<file path="config.mk">
export PLATFORM = sky130hd
export DESIGN_NAME = gato_ops
export DESIGN_NICKNAME = d
export VERILOG_FILES = /design/src/rtl/gato_ops.v
export VERILOG_INCLUDE_DIRS = /design/src /design/src/common
export SDC_FILE = /design/constraint.sdc
export NUM_CORES = 1
export LEC_CHECK = 0
export BUFFER_PORTS_ARGS = -buffer_cell sky130_fd_sc_hd__buf_2
export CAP_MARGIN = 30
export CELL_PAD_IN_SITES_DETAIL_PLACEMENT = 0
export CELL_PAD_IN_SITES_GLOBAL_PLACEMENT = 1
export CORE_MARGIN = 4
export CORE_UTILIZATION = 35
export DETAILED_ROUTE_END_ITERATION = 10
export PLACE_DENSITY_LB_ADDON = 0.25
export SYNTH_ARGS = -nofsm -noshare
export SYNTH_HDL_FRONTEND = slang
export SYNTH_SLANG_ARGS = --single-unit
</file>
<file path="constraint.sdc">
create_clock -name MCLK -period 4.7 [get_ports MCLK]
set_input_delay 0.94 -clock MCLK [delete_from_list [all_inputs] [get_ports MCLK]]
set_output_delay 0.94 -clock MCLK [all_outputs]
set_load 0.05 [all_outputs]
</file>
<file path="src/common/gato_defs.vh">
// register map, field layout and encodings of the address translation ops
`ifndef GATO_DEFS_VH
`define GATO_DEFS_VH

// ----------------------------------------------------------------------
// register offsets inside one 64-byte bank window
// ----------------------------------------------------------------------
`define GATO_OFF_PW_LO     6'h00
`define GATO_OFF_PW_HI     6'h04
`define GATO_OFF_UR_LO     6'h08
`define GATO_OFF_UR_HI     6'h0C
`define GATO_OFF_UW_LO     6'h10
`define GATO_OFF_UW_HI     6'h14
`define GATO_OFF_STATUS    6'h18
`define GATO_OFF_RES_LO    6'h20
`define GATO_OFF_RES_HI    6'h24

// ----------------------------------------------------------------------
// address decode fields
// ----------------------------------------------------------------------
`define GATO_ADDR_OFF_MSB  5
`define GATO_ADDR_ALIAS    6
`define GATO_ADDR_TOP_LSB  7

// ----------------------------------------------------------------------
// command word fields
// ----------------------------------------------------------------------
`define GATO_CMD_ADDR_LSB  12
`define GATO_CMD_V1_MSB    31
`define GATO_CMD_V2_MSB    63
`define GATO_CMD_CTX_MSB   7
`define GATO_CMD_CTX_LSB   0

// ----------------------------------------------------------------------
// command kinds and bank indices
// ----------------------------------------------------------------------
`define GATO_KIND_PW       2'h0
`define GATO_KIND_UR       2'h1
`define GATO_KIND_UW       2'h2
`define GATO_BANK_NS       1'h0
`define GATO_BANK_S        1'h1

// ----------------------------------------------------------------------
// bus answers and reset values
// ----------------------------------------------------------------------
`define GATO_RESP_OKAY     2'h0
`define GATO_RESP_DECERR   2'h3
`define GATO_STATUS_RST    1'h0
`define GATO_RES_RST       64'h0

`endif

</file>
<file path="src/rtl/gato_ops.v">
// global two-stage address translation command block with axi4-lite slave
`timescale 1ns/1ps
`include "gato_defs.vh"

// What this block does
// - A low-word write to a command register of an idle bank starts a translation and its outcome lands in the result register.
// - A low-word write to a command register keeps its address and context fields with the upper word zero; bits 11 to 8 are dropped.
// - A write to the high word of a command register does nothing and starts nothing.
// - The input address field sits in bits 63 to 12, or 31 to 12 in the older variant.
// - Bits 7 to 0 of the command pick the context bank for stage 1.
// - The privileged-write command walks both stages as a privileged write.
// - The unprivileged-read command walks both stages as an unprivileged read.
// - The unprivileged-write command walks both stages as an unprivileged write.
// - The security of the access picks the secure or non-secure command register.
// - A secure alias lets secure accesses reach the non-secure commands and status.
// - Command registers are write-only, 64 bits in the newer and 32 in the older version.
// - The command registers may be left out in the newer version.
// - Status is a 32-bit read-only register whose bits 31 to 1 are reserved.
// - With two security states the status has a secure and a non-secure copy.
// - Status bit 0 is 1 from a command until the result is written, else 0.
module gato_ops #(
  parameter ADDR_W   = 8,
  parameter ARCH_V2  = 1,
  parameter IMPL_CMD = 1,
  parameter TWO_SEC  = 1
) (
  input  wire              MCLK,
  input  wire              RST_B,
  input  wire [ADDR_W-1:0] S_AXI_AWADDR,
  input  wire [2:0]        S_AXI_AWPROT,
  input  wire              S_AXI_AWVALID,
  output wire              S_AXI_AWREADY,
  input  wire [31:0]       S_AXI_WDATA,
  input  wire [3:0]        S_AXI_WSTRB,
  input  wire              S_AXI_WVALID,
  output wire              S_AXI_WREADY,
  output reg  [1:0]        S_AXI_BRESP,
  output reg               S_AXI_BVALID,
  input  wire              S_AXI_BREADY,
  input  wire [ADDR_W-1:0] S_AXI_ARADDR,
  input  wire [2:0]        S_AXI_ARPROT,
  input  wire              S_AXI_ARVALID,
  output wire              S_AXI_ARREADY,
  output reg  [31:0]       S_AXI_RDATA,
  output reg  [1:0]        S_AXI_RRESP,
  output reg               S_AXI_RVALID,
  input  wire              S_AXI_RREADY,
  output reg               XLAT_REQ,
  output reg  [63:0]       XLAT_ADDR,
  output reg  [7:0]        XLAT_CTX,
  output reg               XLAT_PRIV,
  output reg               XLAT_WRITE,
  output reg               XLAT_SECURE,
  input  wire              XLAT_DONE,
  input  wire [63:0]       XLAT_RESULT,
  output wire              ACTIVE_NS,
  output wire              ACTIVE_S
);

  localparam ST_IDLE = 1'b0;
  localparam ST_WALK = 1'b1;
  localparam FLD_MSB = (ARCH_V2 != 0) ? `GATO_CMD_V2_MSB : `GATO_CMD_V1_MSB;
  localparam FLD_W   = FLD_MSB - `GATO_CMD_ADDR_LSB + 1;

  // --------------------------------------------------------------------
  // write channel holding registers
  // --------------------------------------------------------------------
  reg  [ADDR_W-1:0] aw_addr_q;
  reg               aw_sec_q;
  reg               aw_full_q;
  reg  [31:0]       w_data_q;
  reg               w_full_q;
  reg  [31:0]       wmask;
  reg  [31:0]       wd;
  wire              wr_fire;
  integer           k;

  assign S_AXI_AWREADY = ~aw_full_q & ~S_AXI_BVALID;
  assign S_AXI_WREADY  = ~w_full_q & ~S_AXI_BVALID;

  always @(posedge MCLK or negedge RST_B) begin
    if (!RST_B) begin
      aw_addr_q <= {ADDR_W{1'b0}};
      aw_sec_q  <= 1'b0;
      aw_full_q <= 1'b0;
      w_data_q  <= 32'h0;
      w_full_q  <= 1'b0;
    end else begin
      if (S_AXI_AWVALID && S_AXI_AWREADY) begin
        aw_addr_q <= S_AXI_AWADDR;
        aw_sec_q  <= ~S_AXI_AWPROT[1];
        aw_full_q <= 1'b1;
      end else if (wr_fire) begin
        aw_full_q <= 1'b0;
      end
      if (S_AXI_WVALID && S_AXI_WREADY) begin
        w_data_q <= S_AXI_WDATA & wmask;
        w_full_q <= 1'b1;
      end else if (wr_fire) begin
        w_full_q <= 1'b0;
      end
    end
  end

  // unstrobed byte lanes enter the command as zero
  always @* begin
    wmask = 32'h0;
    for (k = 0; k < 4; k = k + 1) begin
      wmask[k*8 +: 8] = {8{S_AXI_WSTRB[k]}};
    end
  end

  // --------------------------------------------------------------------
  // write decode
  // --------------------------------------------------------------------
  assign wr_fire = aw_full_q & w_full_q & ~S_AXI_BVALID;
  wire [5:0] w_off    = aw_addr_q[`GATO_ADDR_OFF_MSB:0];
  wire       w_alias  = aw_addr_q[`GATO_ADDR_ALIAS];
  wire       w_mapped = ~|aw_addr_q[ADDR_W-1:`GATO_ADDR_TOP_LSB];
  // secure access picks the secure bank unless it goes through the alias
  wire       w_bank   = (TWO_SEC != 0) & aw_sec_q & ~w_alias;
  reg        w_cmd;
  reg  [1:0] w_kind;

  always @* begin
    w_cmd  = 1'b0;
    w_kind = `GATO_KIND_PW;
    case (w_off)
      `GATO_OFF_PW_LO: begin
        w_cmd  = 1'b1;
        w_kind = `GATO_KIND_PW;
      end
      `GATO_OFF_UR_LO: begin
        w_cmd  = 1'b1;
        w_kind = `GATO_KIND_UR;
      end
      `GATO_OFF_UW_LO: begin
        w_cmd  = 1'b1;
        w_kind = `GATO_KIND_UW;
      end
      // high words fall through with no command
      default: begin
        w_cmd  = 1'b0;
        w_kind = `GATO_KIND_PW;
      end
    endcase
  end

  wire cmd_hit = wr_fire & w_mapped & w_cmd & (IMPL_CMD != 0);

  always @* begin
    wd = w_data_q;
  end

  always @(posedge MCLK or negedge RST_B) begin
    if (!RST_B) begin
      S_AXI_BVALID <= 1'b0;
      S_AXI_BRESP  <= `GATO_RESP_OKAY;
    end else if (wr_fire) begin
      S_AXI_BVALID <= 1'b1;
      S_AXI_BRESP  <= w_mapped ? `GATO_RESP_OKAY : `GATO_RESP_DECERR;
    end else if (S_AXI_BREADY) begin
      S_AXI_BVALID <= 1'b0;
    end
  end

  // --------------------------------------------------------------------
  // per-bank command, progress and result state
  // --------------------------------------------------------------------
  reg [FLD_W-1:0] cmd_addr_q [0:1];
  reg [7:0]       cmd_ctx_q  [0:1];
  reg [1:0]       cmd_kind_q [0:1];
  reg [63:0]      res_q      [0:1];
  reg [1:0]       pend_q;
  reg [1:0]       act_q;
  reg             state_q;
  reg             cur_q;
  integer         b;

  // a command that meets an active bank is dropped to keep state sane
  wire            accept = cmd_hit & ~act_q[w_bank];
  wire            pick   = pend_q[`GATO_BANK_S];

  assign ACTIVE_NS = act_q[`GATO_BANK_NS];
  assign ACTIVE_S  = act_q[`GATO_BANK_S];

  always @(posedge MCLK or negedge RST_B) begin
    if (!RST_B) begin
      for (b = 0; b < 2; b = b + 1) begin
        cmd_addr_q[b] <= {FLD_W{1'b0}};
        cmd_ctx_q[b]  <= 8'h0;
        cmd_kind_q[b] <= `GATO_KIND_PW;
        res_q[b]      <= `GATO_RES_RST;
      end
      pend_q      <= 2'h0;
      act_q       <= {2{`GATO_STATUS_RST}};
      state_q     <= ST_IDLE;
      cur_q       <= `GATO_BANK_NS;
      XLAT_REQ    <= 1'b0;
      XLAT_ADDR   <= 64'h0;
      XLAT_CTX    <= 8'h0;
      XLAT_PRIV   <= 1'b0;
      XLAT_WRITE  <= 1'b0;
      XLAT_SECURE <= 1'b0;
    end else begin
      if (accept) begin
        // low word taken with the upper word zero; bits 11:8 dropped
        cmd_addr_q[w_bank] <= {{(FLD_W-20){1'b0}},
                               wd[`GATO_CMD_V1_MSB:`GATO_CMD_ADDR_LSB]};
        cmd_ctx_q[w_bank]  <= wd[`GATO_CMD_CTX_MSB:`GATO_CMD_CTX_LSB];
        cmd_kind_q[w_bank] <= w_kind;
        pend_q[w_bank]     <= 1'b1;
        act_q[w_bank]      <= 1'b1;
      end
      case (state_q)
        ST_IDLE: begin
          if (|pend_q) begin
            cur_q        <= pick;
            pend_q[pick] <= 1'b0;
            XLAT_REQ     <= 1'b1;
            XLAT_ADDR    <= {{(64-FLD_W-`GATO_CMD_ADDR_LSB){1'b0}},
                             cmd_addr_q[pick],
                             {`GATO_CMD_ADDR_LSB{1'b0}}};
            XLAT_CTX     <= cmd_ctx_q[pick];
            XLAT_PRIV    <= (cmd_kind_q[pick] == `GATO_KIND_PW);
            XLAT_WRITE   <= (cmd_kind_q[pick] != `GATO_KIND_UR);
            XLAT_SECURE  <= pick;
            state_q      <= ST_WALK;
          end
        end
        ST_WALK: begin
          if (XLAT_DONE) begin
            res_q[cur_q] <= XLAT_RESULT;
            act_q[cur_q] <= 1'b0;
            XLAT_REQ     <= 1'b0;
            state_q      <= ST_IDLE;
          end
        end
        default: begin
          state_q  <= ST_IDLE;
          XLAT_REQ <= 1'b0;
        end
      endcase
    end
  end

  // --------------------------------------------------------------------
  // read channel
  // --------------------------------------------------------------------
  wire [5:0] r_off    = S_AXI_ARADDR[`GATO_ADDR_OFF_MSB:0];
  wire       r_alias  = S_AXI_ARADDR[`GATO_ADDR_ALIAS];
  wire       r_mapped = ~|S_AXI_ARADDR[ADDR_W-1:`GATO_ADDR_TOP_LSB];
  wire       r_bank   = (TWO_SEC != 0) & ~S_AXI_ARPROT[1] & ~r_alias;
  reg [31:0] r_data;

  assign S_AXI_ARREADY = ~S_AXI_RVALID;

  always @* begin
    case (r_off)
      // bits 31:1 read as zero
      `GATO_OFF_STATUS: r_data = {31'h0, act_q[r_bank]};
      `GATO_OFF_RES_LO: r_data = res_q[r_bank][31:0];
      `GATO_OFF_RES_HI: r_data = res_q[r_bank][63:32];
      // command registers are write-only and read as zero
      default:          r_data = 32'h0;
    endcase
  end

  always @(posedge MCLK or negedge RST_B) begin
    if (!RST_B) begin
      S_AXI_RVALID <= 1'b0;
      S_AXI_RDATA  <= 32'h0;
      S_AXI_RRESP  <= `GATO_RESP_OKAY;
    end else if (S_AXI_ARVALID && S_AXI_ARREADY) begin
      S_AXI_RVALID <= 1'b1;
      S_AXI_RDATA  <= r_mapped ? r_data : 32'h0;
      S_AXI_RRESP  <= r_mapped ? `GATO_RESP_OKAY : `GATO_RESP_DECERR;
    end else if (S_AXI_RREADY) begin
      S_AXI_RVALID <= 1'b0;
    end
  end

endmodule // gato_ops

</file>
== Word level (Yosys, flattened, before mapping) ==
Cells that the tools add are included.
Storage, ports and cells
  bits in registers: 402
  input port bits: 130
  word-level logic and storage cells: 157
Cells by class
  magnitude comparators: 13
  equality and inequality tests: 8
  mux-type cells: 59
  bitwise logic cells: 30
  reduce and logical (&&, ||, !) cells: 20
Operators with widths (number)
  2-to-1 mux 64 bit: 4
  2-to-1 mux 52 bit: 4
  bitwise mux 128 bit: 1
  bitwise mux 104 bit: 1
  case mux 32 bit (3 select lines): 1
  demux 64 bit (select 1 bit): 1
  demux 52 bit (select 1 bit): 1
  AND 32 bit: 1
  2-to-1 mux 32 bit: 1
  2-to-1 mux 8 bit: 4
  2-to-1 mux 2 bit: 12
  2-to-1 mux 1 bit: 19
  bitwise mux 16 bit: 1
  == test 6 x 5 -> 1 bit, second input constant: 2
  == test 6 bit, second input constant: 2
  inverter 1 bit: 10
  AND 1 bit: 9
  demux 8 bit (select 1 bit): 1
  greater-or-equal comparator 2 bit, second input constant: 4
  logical AND 1 bit: 8
  < comparator 1 x 2 -> 1 bit, second input constant: 4
  inverter 1 -> 2 bit: 4
  nonzero test 2 bit: 4
  == test 6 x 4 -> 1 bit, second input constant: 1
  18 further kinds: 30

== Depth between registers and ports, before layout ==
  depth in word-level cells: 11
  gate-level depth with buffers: 6
  depth with buffers taken out: 4

== Worst setup path after synthesis ==
Ideal clock, no wire load.
  path kind: in2reg
  from: input port S_AXI_ARADDR[6]
  to: register S_AXI_RDATA[10]
  data arrival time: 2.410 ns
  slack: 2.169 ns
  stages on the path: 5
  path through: nor2_1 > clkbuf_1 > mux2i_1 > o22ai_1 > a22o_1
On the way
  cells in the longest elaborated chain, start to end: 8
RTL lines
  from (decl): RTL line gato_ops.v:40  | input wire [ADDR_W-1:0] S_AXI_ARADDR,
  inverter 1 bit: RTL line gato_ops.v:253  | wire r_bank = (TWO_SEC != 0) & ~S_AXI_ARPROT[1] & ~r_alias;
  AND 1 bit: RTL line gato_ops.v:253
  inverter 1 -> 2 bit (not written as such): RTL line gato_ops.v:262, gato_ops.v:263
  2-to-1 mux 64 bit (not written as such) (3 in series): RTL line gato_ops.v:263  | `GATO_OFF_RES_HI: r_data = res_q[r_bank][63:32];
  case mux 32 bit (3 select lines): RTL line gato_ops.v:259  | case (r_off)
  2-to-1 mux 32 bit: RTL line gato_ops.v:276  | S_AXI_RDATA <= r_mapped ? r_data : 32'h0;
  to (signal assigned): RTL line gato_ops.v:276
  to (decl): RTL line gato_ops.v:44  | output reg [31:0] S_AXI_RDATA,
No other way between the ends. The select of a mux whose other input is x is not followed.
A chain may end at the register's enable or synchronous reset.

== Worst setup path in the final report ==
  from: register aw_addr_q[1]
  to: register cmd_addr_q[68] in the netlist's numbering
On the way
  cells in the longest elaborated chain, start to end: 5
  elaborated cells on any way between the ends: 7
  those cells by class: 2 x eq/ne; 1 x mux; 2 x bitwise; 2 x reduce/logical
RTL lines
  from (decl): RTL line gato_ops.v:68  | reg [ADDR_W-1:0] aw_addr_q;
  from (signal assigned): RTL line gato_ops.v:83  | aw_addr_q <= {ADDR_W{1'b0}};
  == test 6 x 5 -> 1 bit (tied with other cells): RTL line gato_ops.v:128  | case (w_off)
  OR reduction 3 bit (no source line) *
  2-to-1 mux 1 bit *: RTL line gato_ops.v:128
  AND 1 bit *: RTL line gato_ops.v:149  | wire cmd_hit = wr_fire & w_mapped & w_cmd & (IMPL_CMD != 0);
  AND 1 bit *: RTL line gato_ops.v:181  | wire accept = cmd_hit & ~act_q[w_bank];
  to (signal, indexed assignment): RTL line gato_ops.v:190  | cmd_addr_q[b] <= {FLD_W{1'b0}};
  to (signal, indexed assignment): RTL line gato_ops.v:208  | cmd_addr_q[w_bank] <= {{(FLD_W-20){1'b0}},
  to (decl): RTL line gato_ops.v:170  | reg [FLD_W-1:0] cmd_addr_q [0:1];
Every way passes the cells marked *; elsewhere a longest branch is shown, timed or not.

==> metrics.md <==
| Metric | Value |
|---|---|
| Status | `complete, no violations` |
| CTS tree | `yes` |
| Post-synth EDFFs | `0` |
| RSZ-0062 raised after global routing | `no` |
| Int Pwr | `0.005216 W` |
| Hold WC Path Type | `reg2reg` |
| H-tree Lvls | `2` |
| GR Overflow Total | `0` |
| Sum of negative setup slack | `0 ns` |
| Period utilisation layout | `63.12%` |
| Post_cts resized | `0` |
| Clock Skew | `0.01994 ns` |
| Critical Path AT | `between 3 and 4 ns` |
| Clock share of power | `34.9%` |
| Final Wtd Congestion | `0.7010` |
| Mapped Area | `12820 um2` |
| Measured slew at the worst slew-check pin | `0.9604 ns` |
| DR vias | `7978` |
| Layout cells sized above 1 | `40.38%` |
| Max-slew violation count | `0` |
| Min Tclk post-route | `2.967 ns` |
| Final ANT Viol Nets | `0` |
| Hold depth | `2` |
| Cells after Synth | `between 900 and 1000` |
| Die height | `199.4 um` |
| Sw Pwr | `a little over 0.002 W` |
| Relative slew slack | `between 30% and 40%` |
| Setup CP Type | `reg2reg` |
| Largest net degree at the start of global routing | `between 100 and 150` |
| Peak VDD IR | `315.2 uV` |
| Net count, final | `1279` |
| Fill count | `3400` |
| Port Buf Inserts | `196` |
| First-pass GRT wire length | `46040 um` |
| Overall Global Routing Usage | `14.49%` |
| Sw frac | `28.01%` |
| Required time of the critical path | `roughly 5.1 ns` |
| Combinational power share | `around 18%` |
| Setup-failing EPs final | `0` |
| Post-layout util | `42.61%` |
| Sequential power share | `a little under half` |
| Initial antenna violation count | `6` |
| Synthesis Warnings | `0` |
| Synth top area share | `about three fifths` |
| Fmax | `337.1 MHz` |
| Area contributors post-synth | `dfrtp_1, mux2_2, mux2i_1, mux2_4, buf_4` |
| R2r worst-path depth | `5` |
| Setup Buffers After CTS | `0` |
| Synth area leader | `dfrtp_1` |
| Max Buffers Root-to-Sink | `3` |
| Commonest cells in the synthesized netlist | `dfrtp_1, mux2_2, mux2i_1` |
| CTS Buf Count | `35` |
| Drt pass-1 iters | `4` |
| Total power | `a little over 0.007 W` |
| Commonest register cell after synthesis | `dfrtp_1` |
| Crit path max fanout | `18` |
| Leakage | `7.584 nW` |
| Hpwl dp | `~19000 um` |
| Boundary pin count | `249` |
| Register area | `7508 um2` |
| Hold_buf cts | `0` |
| DR vias/cell | `4.882` |
| DRC Markers | `0` |
| Cell area power density | `474.7 nW/um2` |
| Iter 0 DRT Violations | `341` |
| Endpoints failing hold | `0` |
| Core area | `35830 um2` |
| Vias in the first global route | `8208` |
| Site Rows | `between 60 and 70` |
| CTS root buffer | `clkbuf_16` |
| Clock transition at path regs | `0.06 ns` |
| Top-count cell post-synth | `dfrtp_1` |
| Detailed Route WL | `between 20000 and 30000 um` |
| MaxCap Viol Count | `0` |
| Area grow syn2layout | `19.08%` |
| Synth Area per Inst | `13.34 um2` |
| Post-synth ARST share | `100.0%` |
| Starting density of the core | `35.78%` |
| CTS Sinks | `300` |
| Die Wd | `199.4 um` |
| WL/cell | `between 15 and 20 um` |
| Critical Path Start Type | `register` |
| Yosys reg bits | `300` |
| Clk Latency, worst-skew pair | `0.51 ns` |
| Netlist cell types | `33` |
| Area of the multi-input gates | `4867 um2` |
| CP Capture Type | `register` |
| Die area | `39750 um2` |
| Register area share after synthesis | `58.57%` |
[metal layers]
layer | up-vias | GRT usage, % | wire length, um
met5 | - | 0 | 40
met4 | 6 | 3.346 | 545
met3 | 50 | 3.760 | 1929
met2 | 188 | 23.30 | 13550
met1 | 4018 | 19.87 | 13230
li1 | 3716 | - | -
[layout make-up]
class | instances | share of cell area, %
clock buffer | 50 | 6.697
antenna | 4 | 0.06557
timing repair buffer | 213 | 7.836
inverter | 7 | 0.1721
clock inverter | 7 | 0.3771
tap | 461 | 3.779
sequential | 300 | 49.19
multi-input combinational | 592 | 31.89
[path summary, 6_finish.rpt]
| check | from | endpoint | slack (ns) |
|---|---|---|---|
| min | XLAT_ADDR[31]$_DFFE_PN0P_ | XLAT_ADDR[31]$_DFFE_PN0P_ | 0.47 |
| min reg2reg | XLAT_ADDR[31]$_DFFE_PN0P_ | XLAT_ADDR[31]$_DFFE_PN0P_ | 0.47 |
| min in group asynchronous | RST_B | res_q[60]$_DFFE_PN0P_ | 0.49 |
| max reg2reg | aw_addr_q[1]$_DFFE_PN0P_ | cmd_addr_q[68]$_DFFE_PN0P_ | 1.73 |
| max | aw_addr_q[1]$_DFFE_PN0P_ | cmd_addr_q[68]$_DFFE_PN0P_ | 1.73 |
| max in group asynchronous | RST_B | res_q[39]$_DFFE_PN0P_ | 3.15 |
[logic make-up after synthesis]
group                  Yosys count  share of synthesized area (%)
AOI/OAI and AO/OA              139                          6.911
buffers and inverters          112                          5.027
DFF                            300                          58.57
muxes                          292                          25.56
other                            1                        0.02925
and+or+nand+nor                117                          3.904
[stage by stage]
stage	hold slack (ns)	cells	setup WS, ns	cell area (um2)
after floorplan	0.4637	1004	2.169	12980
after global placement	0.4572	1571	1.499	14120
after detailed placement	0.4653	1573	1.750	14170
after CTS	0.4779	1630	1.732	15250
after global routing	0.4799	1630	1.678	15250
final	0.4718	1634	1.734	15260
[state kept, by name, indices dropped and copies added (netlist names), 4 cells and up]
name	count
cmd_addr_q	40
cmd_ctx_q	16
aw_addr_q	8
cmd_kind_q	4
XLAT_CTX	8
w_data_q	28
XLAT_ADDR	20
S_AXI_RDATA	32
res_q	128
[power by group through the flow]
stage / Sequential, W / Combinational (W) / Clock (W)
floorplan: 0.00348 / 0.000939 / 0
global route: 0.00349 / 0.00145 / 0.00272
finish: 0.00342 / 0.00130 / 0.00253
global placement: 0.00344 / 0.00130 / 0
CTS: 0.00342 / 0.00132 / 0.00263
detailed placement: 0.00346 / 0.00132 / 0
[cells in the final DEF, fill, tap and decap left out, types with 2 or more instances in the layout]
master,netlist,final
clkinv_2,0,5
nand2_1,92,92
buf_12,2,3
nor3b_1,3,3
nand3b_1,3,3
a21boi_0,3,3
a22o_1,34,34
a2111o_1,2,2
mux2_2,171,171
o22ai_1,31,31
diode_2,0,4
nor2_1,8,7
mux2_4,28,28
conb_1,1,44
clkbuf_8,0,9
buf_16,0,2
inv_1,7,7
o21ai_0,65,65
clkbuf_16,0,35
clkbuf_1,49,6
mux2i_1,93,93
buf_4,46,12
nand2b_1,2,2
dfrtp_1,300,299
buf_2,0,195
clkinv_8,0,2
[critical path, stage by stage, from the launching register on]
cell and delay (ns):
dfrtp_1 0.38, or4_4 0.58, a2111o_1 0.42, or3_2 0.77, buf_4 0.36, mux2_4 0.33
No activity file was read; power rests on OpenSTA's default activity.
